<file path="config.mk">
export PLATFORM = sky130hd
export DESIGN_NAME = dfr_regs
export DESIGN_NICKNAME = d
export VERILOG_FILES = /design/src/hdl/dfr_pkg.sv /design/src/hdl/dfr_regs.sv
export VERILOG_INCLUDE_DIRS = /design/src /design/src/hdl
export SDC_FILE = /design/constraint.sdc
export NUM_CORES = 1
export LEC_CHECK = 0
export ABC_AREA = 0
export BUFFER_PORTS_ARGS = -buffer_cell sky130_fd_sc_hd__buf_4
export CAP_MARGIN = 20
export CORE_MARGIN = 4
export CORE_UTILIZATION = 30
export CTS_BUF_LIST = sky130_fd_sc_hd__clkbuf_4
export DETAILED_ROUTE_END_ITERATION = 7
export HOLD_SLACK_MARGIN = 0.02
export SLEW_MARGIN = 20
export SYNTH_ARGS = -nofsm -noshare
export SYNTH_HDL_FRONTEND = slang
export SYNTH_SLANG_ARGS = --single-unit
</file>
<file path="constraint.sdc">
create_clock -name hclk -period 4.2 [get_ports hclk]
set_clock_uncertainty 0.15 [all_clocks]
set_input_delay 0.42 -clock hclk [delete_from_list [all_inputs] [get_ports hclk]]
set_output_delay 0.42 -clock hclk [all_outputs]
set_load 0.005 [all_outputs]
</file>
<file path="src/hdl/dfr_params.svh">
`ifndef DFR_PARAMS_SVH
`define DFR_PARAMS_SVH

// Register indices; the byte address is four times the index.
`define DFR_IDX_STATUS 8'h6e
`define DFR_IDX_ALM_HI 8'h70
`define DFR_IDX_ALM_LO 8'h71
`define DFR_IDX_WRN_HI 8'h74
`define DFR_IDX_WRN_LO 8'h75
`define DFR_IDX_EXT_CTL 8'h76

// Status/control byte field positions.
`define DFR_ST_TXDIS_PIN 7
`define DFR_ST_SW_TXDIS 6
`define DFR_ST_TX_RATE_PIN 5
`define DFR_ST_RX_RATE_PIN 4
`define DFR_ST_SW_RX_RATE 3
`define DFR_ST_TX_FAULT 2
`define DFR_ST_RX_LOS 1
`define DFR_ST_DATA_NRDY 0

// Extended control byte field positions.
`define DFR_EC_SW_TX_RATE 3
`define DFR_EC_HP_CLASS 1
`define DFR_EC_PWR_SEL 0

// Reset values of the writable bits.
`define DFR_RST_BIT 1'b0
`define DFR_RST_BYTE 8'h00

// Soft command response time and clock rate.
`define DFR_SOFT_RESP_MS 100
`define DFR_CLK_MHZ 100
`define DFR_SOFT_RESP_CYC (`DFR_SOFT_RESP_MS * `DFR_CLK_MHZ * 1000)

// Number of monitored quantities: temperature, supply, bias, tx power, rx power.
`define DFR_NUM_MEAS 5

`endif

</file>
<file path="src/hdl/dfr_pkg.sv">
package dfr_pkg;

   typedef logic [7:0] dfr_byte_t;

   typedef logic [4:0] dfr_meas_t;

   typedef enum logic [2:0] {
      DFR_SEL_NONE = 3'h0,
      DFR_SEL_STATUS = 3'h1,
      DFR_SEL_ALM_HI = 3'h3,
      DFR_SEL_ALM_LO = 3'h2,
      DFR_SEL_WRN_HI = 3'h6,
      DFR_SEL_WRN_LO = 3'h7,
      DFR_SEL_EXT_CTL = 3'h5
   } dfr_sel_t;

endpackage

</file>
<file path="src/hdl/dfr_regs.sv">
// Function
// - Alarm byte 112 holds high/low alarms for temp, supply, bias, tx power.
// - Alarm byte 113 holds rx power high alarm bit 7, low bit 6, rest reserved.
// - Warning byte 116 mirrors byte 112 using the warning thresholds.
// - Warning byte 117 holds rx power high bit 7, low bit 6, rest reserved.
// - Software transmit-disable bit 6 ORed with the transmit-disable pin.
// - Software control commands take effect within 100 ms of the write.
// - Byte 118 bit 3 is read/write transmit rate; one selects full speed.
// - Byte 118 bit 1 always reads zero, high power class not active.
// - Receive and transmit rate pin levels read in byte 110 bits 4 and 5.
// - Software receive and transmit rate bits are zero after power-on.
// - Each direction runs 1.25G only when pin and software bit are zero.
//
// Decided for this implementation: the AHB-Lite slave port.
`timescale 1ns/1ns
`default_nettype none
`include "dfr_params.svh"

module dfr_regs
   import dfr_pkg::*;
#(
   parameter int unsigned SOFT_RESP_CYC = `DFR_SOFT_RESP_CYC
) (
   // Clock and reset.
   input wire logic hclk,
   input wire logic hresetn,
   // AHB-Lite slave.
   input wire logic hsel,
   input wire logic [31:0] haddr,
   input wire logic [1:0] htrans,
   input wire logic hwrite,
   input wire logic [2:0] hsize,
   input wire logic [31:0] hwdata,
   input wire logic hready,
   output logic hreadyout,
   output logic hresp,
   output logic [31:0] hrdata,
   // Threshold comparison results, same clock domain.
   input wire logic meas_update,
   input wire logic [4:0] alm_hi_cmp,
   input wire logic [4:0] alm_lo_cmp,
   input wire logic [4:0] wrn_hi_cmp,
   input wire logic [4:0] wrn_lo_cmp,
   // Module pins, asynchronous.
   input wire logic tx_disable_pin,
   input wire logic rx_rate_pin,
   input wire logic tx_rate_pin,
   input wire logic tx_fault_pin,
   input wire logic rx_los_pin,
   // Controls to the optics.
   output logic tx_disable_out,
   output logic rx_full_rate,
   output logic tx_full_rate
);

   // Pin synchronisers: stage one feeds only stage two.
   logic [4:0] pin_s1_q;
   logic [4:0] pin_s2_q;
   wire logic [4:0] pins_raw = {tx_disable_pin, rx_rate_pin, tx_rate_pin, tx_fault_pin,
      rx_los_pin};

   always_ff @(posedge hclk or negedge hresetn) begin
      if (!hresetn) begin
         pin_s1_q <= 5'h00;
         pin_s2_q <= 5'h00;
      end else begin
         pin_s1_q <= pins_raw;
         pin_s2_q <= pin_s1_q;
      end
   end

   wire logic txdis_s = pin_s2_q[4];
   wire logic rx_rate_s = pin_s2_q[3];
   wire logic tx_rate_s = pin_s2_q[2];
   wire logic tx_fault_s = pin_s2_q[1];
   wire logic rx_los_s = pin_s2_q[0];

   // Address phase decode.
   wire logic addr_take = hsel && htrans[1] && hready;
   wire logic addr_ok = (haddr[31:10] == 22'h000000);
   wire logic [7:0] addr_idx = haddr[9:2];
   wire dfr_sel_t addr_sel =
      !addr_ok ? DFR_SEL_NONE :
      (addr_idx == `DFR_IDX_STATUS) ? DFR_SEL_STATUS :
      (addr_idx == `DFR_IDX_ALM_HI) ? DFR_SEL_ALM_HI :
      (addr_idx == `DFR_IDX_ALM_LO) ? DFR_SEL_ALM_LO :
      (addr_idx == `DFR_IDX_WRN_HI) ? DFR_SEL_WRN_HI :
      (addr_idx == `DFR_IDX_WRN_LO) ? DFR_SEL_WRN_LO :
      (addr_idx == `DFR_IDX_EXT_CTL) ? DFR_SEL_EXT_CTL : DFR_SEL_NONE;

   // Data phase state captured from the address phase.
   logic wr_pend_q;
   dfr_sel_t wr_sel_q;

   always_ff @(posedge hclk or negedge hresetn) begin
      if (!hresetn) begin
         wr_pend_q <= 1'b0;
         wr_sel_q <= DFR_SEL_NONE;
      end else begin
         wr_pend_q <= addr_take && hwrite;
         wr_sel_q <= addr_sel;
      end
   end

   wire logic wr_status = wr_pend_q && (wr_sel_q == DFR_SEL_STATUS);
   wire logic wr_ext = wr_pend_q && (wr_sel_q == DFR_SEL_EXT_CTL);

   // Software control bits; a write lands at the end of its data phase.
   logic sw_txdis_q;
   logic sw_txdis_d;
   logic sw_rx_rate_q;
   logic sw_rx_rate_d;
   logic sw_tx_rate_q;
   logic sw_tx_rate_d;
   logic pwr_sel_q;
   logic pwr_sel_d;
   logic data_nrdy_q;

   assign sw_txdis_d = wr_status ? hwdata[`DFR_ST_SW_TXDIS] : sw_txdis_q;
   assign sw_rx_rate_d = wr_status ? hwdata[`DFR_ST_SW_RX_RATE] : sw_rx_rate_q;
   assign sw_tx_rate_d = wr_ext ? hwdata[`DFR_EC_SW_TX_RATE] : sw_tx_rate_q;
   // Power class select is kept for read-back only and steers nothing.
   assign pwr_sel_d = wr_ext ? hwdata[`DFR_EC_PWR_SEL] : pwr_sel_q;

   always_ff @(posedge hclk or negedge hresetn) begin
      if (!hresetn) begin
         sw_txdis_q <= `DFR_RST_BIT;
         sw_rx_rate_q <= `DFR_RST_BIT;
         sw_tx_rate_q <= `DFR_RST_BIT;
         pwr_sel_q <= `DFR_RST_BIT;
         data_nrdy_q <= 1'b1;
      end else begin
         sw_txdis_q <= sw_txdis_d;
         sw_rx_rate_q <= sw_rx_rate_d;
         sw_tx_rate_q <= sw_tx_rate_d;
         pwr_sel_q <= pwr_sel_d;
         if (meas_update) begin
            data_nrdy_q <= 1'b0;
         end
      end
   end

   // Controls act in the cycle after the write, well inside the response time.
   assign tx_disable_out = txdis_s | sw_txdis_q;
   assign rx_full_rate = rx_rate_s | sw_rx_rate_q;
   assign tx_full_rate = tx_rate_s | sw_tx_rate_q;

   // Alarm and warning flags follow each comparison result.
   dfr_meas_t alm_hi_q;
   dfr_meas_t alm_lo_q;
   dfr_meas_t wrn_hi_q;
   dfr_meas_t wrn_lo_q;

   always_ff @(posedge hclk or negedge hresetn) begin
      if (!hresetn) begin
         alm_hi_q <= 5'h00;
         alm_lo_q <= 5'h00;
         wrn_hi_q <= 5'h00;
         wrn_lo_q <= 5'h00;
      end else if (meas_update) begin
         alm_hi_q <= alm_hi_cmp;
         alm_lo_q <= alm_lo_cmp;
         wrn_hi_q <= wrn_hi_cmp;
         wrn_lo_q <= wrn_lo_cmp;
      end
   end

   // Pack high/low pairs, temperature in the top bits.
   logic [9:0] alm_w;
   logic [9:0] wrn_w;
   for (genvar m = 0; m < `DFR_NUM_MEAS; m++) begin : g_pack
      assign alm_w[9 - 2 * m] = alm_hi_q[m];
      assign alm_w[8 - 2 * m] = alm_lo_q[m];
      assign wrn_w[9 - 2 * m] = wrn_hi_q[m];
      assign wrn_w[8 - 2 * m] = wrn_lo_q[m];
   end

   wire dfr_byte_t alm_hi_byte = alm_w[9:2];
   wire dfr_byte_t alm_lo_byte = {alm_w[1:0], 6'h00};
   wire dfr_byte_t wrn_hi_byte = wrn_w[9:2];
   wire dfr_byte_t wrn_lo_byte = {wrn_w[1:0], 6'h00};

   // Read views use next values so a read right after a write sees it.
   wire dfr_byte_t status_byte = {txdis_s, sw_txdis_d, tx_rate_s, rx_rate_s,
      sw_rx_rate_d, tx_fault_s, rx_los_s, data_nrdy_q};
   wire dfr_byte_t ext_byte = {4'h0, sw_tx_rate_d, 1'b0, 1'b0, pwr_sel_d};

   wire dfr_byte_t rd_byte =
      (addr_sel == DFR_SEL_STATUS) ? status_byte :
      (addr_sel == DFR_SEL_ALM_HI) ? alm_hi_byte :
      (addr_sel == DFR_SEL_ALM_LO) ? alm_lo_byte :
      (addr_sel == DFR_SEL_WRN_HI) ? wrn_hi_byte :
      (addr_sel == DFR_SEL_WRN_LO) ? wrn_lo_byte :
      (addr_sel == DFR_SEL_EXT_CTL) ? ext_byte : 8'h00;

   logic [31:0] hrdata_q;

   always_ff @(posedge hclk or negedge hresetn) begin
      if (!hresetn) begin
         hrdata_q <= 32'h00000000;
      end else if (addr_take && !hwrite) begin
         hrdata_q <= {24'h000000, rd_byte};
      end
   end

   assign hrdata = hrdata_q;
   assign hreadyout = 1'b1;
   assign hresp = 1'b0;

   wire logic rd_ext_take = addr_take && !hwrite && (addr_sel == DFR_SEL_EXT_CTL);

   // Counts cycles from a status write until the disable output is set; a write clearing the bit stops it one cycle later.
   logic [31:0] resp_cnt_q;
   logic resp_pend_q;
   logic resp_want_q;

   always_ff @(posedge hclk or negedge hresetn) begin
      if (!hresetn) begin
         resp_pend_q <= 1'b0;
         resp_want_q <= 1'b0;
         resp_cnt_q <= 32'h00000000;
      end else if (wr_status) begin
         resp_pend_q <= 1'b1;
         resp_want_q <= hwdata[`DFR_ST_SW_TXDIS];
         resp_cnt_q <= 32'h00000000;
      end else if (resp_pend_q) begin
         if (!resp_want_q || tx_disable_out) begin
            resp_pend_q <= 1'b0;
         end
         resp_cnt_q <= resp_cnt_q + 32'h00000001;
      end
   end
endmodule // dfr_regs

`default_nettype wire

</file>
==> key figures <==
Status
  • Status: finished clean

Pwr
  • Int Power: 622 µW
  • Pwr dens: around 270 nW/µm²
  • Clock power share: 0.255
  • Sw Share: 0.255
  • Total chip power: 835 µW
  • Pleak: ~0.0014 µW
  • Maximum VDD drop: between 150 and 200 µV
  • Comb pwr share: 0.156
  • NetSw: about 210 µW
  • Flop pwr share: 0.590

Floorplan
  • Die ar.: 9550 µm²
  • Boundary pin count: 137
  • Core area: 7770 µm²
  • Die Ht: 97.7 µm
  • Die width: between 90 and 100 µm
  • Starting Density: 0.311
  • Num rows: 32

Detailed routing
  • Metal-1 WL: 2680 µm
  • Drt wl/cell: 14.2 µm
  • Overall routed net length: 5790 µm
  • Routed wl met2: 2490 µm
  • Routed wl met3: between 500 and 600 µm
  • Vias/cell: 4.69
  • 1st-pass router iterations: 4
  • Final ANT Viol Nets: 0
  • DR top layer: met4
  • Initial DRC count: 97
  • Post-route DRC violation count: 0
  • Via count: 1,909

Clock network
  • CTS Root Cell: clkbuf_4
  • Htree depth: 2
  • Clk_lat worst skew: 370 ps
  • Clock net sink count: 47
  • CTS tree: built
  • Num CTS Buffers: 5
  • # Post-CTS Setup Buffers: 0
  • Clock tree buffer depth: 2
  • Clock transition at path regs: 140 ps

Critical path
  • Crit path required time: roughly 4300 ps
  • Worst-path fanout max: 2
  • R2R Path Start: wr_sel_q[2]
  • Critical Path Sink Type: flop
  • CP startpoint: wr_sel_q[2]
  • Setup CP Type: flop to flop
  • Worst EP arrival: 2030 ps
  • Crit start category: flop

Final layout
  • Fin cells: 407
  • Final nets: roughly 400
  • Antenna diodes: 0
  • Area growth syn-to-layout: 26.8%
  • Share of cells above drive strength 1: 0.374

Place
  • Port Buffers: 75
  • Pre-CTS setup slack: 1620 ps
  • Post-Place Cells: 393
  • GP Congestion: 0.836
  • Post-DP HPWL: 4600 µm

Global routing
  • First-pass GRT wire length: 9500 µm
  • Global Route Usage Sum: 0.123
  • Remaining global-route overflow: 0
  • Vias in the first global route: 1,862
  • Initial antenna violation count: 0
  • Largest net degree at the start of global routing: 48

Synth
  • Cells after synthesis: 228
  • Ys flop type: dfrtp_1
  • Mapped cell area: 2410 µm²
  • Asr flop ratio synth: 1.00
  • Sequential-to-total area share from yosys stat: 0.488
  • Netlist cell types: 47
  • Mapped Avg Cell Area: 10.6 µm²
  • Synth area leaders: dfrtp_1 (48%), mux2_2 (8.9%), buf_4 (8.1%)
  • Number of synthesized flops with an enable pin: 0
  • Area leader, netlist: dfrtp_1
  • Top post-synthesis cells by count: dfrtp_1 (46), buf_4 (26), mux2_2 (19)
  • #FFs+latches synth: 47
  • Count leader, synth: dfrtp_1
  • Synth top area share: 0.477
  • YS warnings: 0

Timing
  • Unrepaired setup endpoints after global routing: no
  • Tightest Pin Transition: ~740 ps
  • Tcrit/Tclk final: 0.462
  • Hold Slack: 106 ps
  • Final min period: approximately 1900 ps
  • Slew Limit Headroom: 0.508
  • Max Clk Rate: 0.515 GHz
  • Setup violators final: 0
  • Final Worst Setup Slack: 2260 ps
  • Setup TNS: 0 ps
  • Hold Fails Final Rpt: 0
  • Final Max Tran Viols: 0

Min path
  • Hold Crit Start: alm_hi_cmp[2]
  • Worst hold path class: input pin to flop

Flow run
  • Max-cap viol count: 0
-- state kept, by name (all words and copies together) (netlist names) --
name	cells
data_nrdy_q	1
sw_tx_rate_q	1
wrn_hi_q	5
hrdata	8
alm_lo_q	5
pin_s1_q	5
pin_s2_q	5
wr_pend_q	1
wr_sel_q	3
alm_hi_q	5
sw_rx_rate_q	1
wrn_lo_q	5
pwr_sel_q	1
sw_txdis_q	1
-- cells in the final DEF, fill, tap and decap left out, types with 2 or more instances in the layout --
master,instances
or2_2,4
a32oi_1,4
nor4_1,6
o21ai_1,3
buf_4,75
o41ai_1,2
clkbuf_4,6
conb_1,26
o31ai_1,4
mux2_2,19
nand3_1,3
a211oi_1,2
nand2_1,17
nand4b_1,2
nand4_1,8
o21ai_0,15
nand3b_1,4
dlygate4sd3_1,6
nor3_1,8
and3_1,3
o311ai_0,2
xnor2_1,2
dfrtp_1,46
nor2_1,10
inv_1,6
-- stage by stage --
stage	util	cell area, µm²
4_1_cts	0.394	3060
3_5_place_dp	0.379	2940
5_1_grt	0.394	3060
3_3_place_gp	0.379	2940
6_report	0.394	3060
2_1_floorplan	-	2500
-- final timing paths --
| path | depth (start not counted) | slack, ps | end |
|---|---|---|---|
| setup reg to reg | 4 | 2260 | hrdata[3] |
| min in group asynchronous | 2 | 430 | pin_s1_q[2] |
| setup / recovery | 4 | 2260 | hrdata[3] |
| max in group asynchronous | 2 | 3070 | pin_s1_q[4] |
| hold / removal | 3 | 110 | alm_hi_q[2] |
| hold reg to reg | 0 | 190 | pin_s2_q[4] |
-- repair_timing --
| item | CTS | global route |
|---|---|---|
| endpoints found under the hold margin | 51 | 0 |
| gates resized for setup | 0 | 0 |
| hold buffers | 6 | 0 |
| endpoints found under the setup margin | 0 | 0 |
-- layer usage --
layer	up-vias	global-route usage
li1	926	-
met2	92	0.188
met1	881	0.167
met5	-	0
met4	0	0.0362
met3	10	0.0424
-- kinds of logic after synthesis --
group / share of synthesized area
simple gates: 0.186
flops: 0.488
buf+inv: 0.113
compound gates: 0.110
mux: 0.0927
xor+xnor: 0.00726
other cells: 0.00311
-- cell type report --
class	instances	area, µm²
inverter	6	22.5
clock buffer	6	45.0
tap	102	128
multi-input combinational	163	1050
clock inverter	2	12.5
sequential	47	1180
timing repair buffer	81	623
fill	769	4710
-- power by group through the flow --
stage / clock network, µW / registers (µW) / logic (µW)
CTS: 219 / 493 / 131
detailed placement: 0 / 502 / 126
global route: 242 / 496 / 145
floorplan: 0 / 496 / 75.4
finish: 213 / 493 / 130
global placement: 0 / 501 / 124
-- critical path, stage by stage (launching register included) --
cell and delay (ps):
dfrtp_1 400, nor4bb_1 450, mux2_2 410, o41ai_1 310, o21ai_0 110
(Power assumes the default switching activity.)
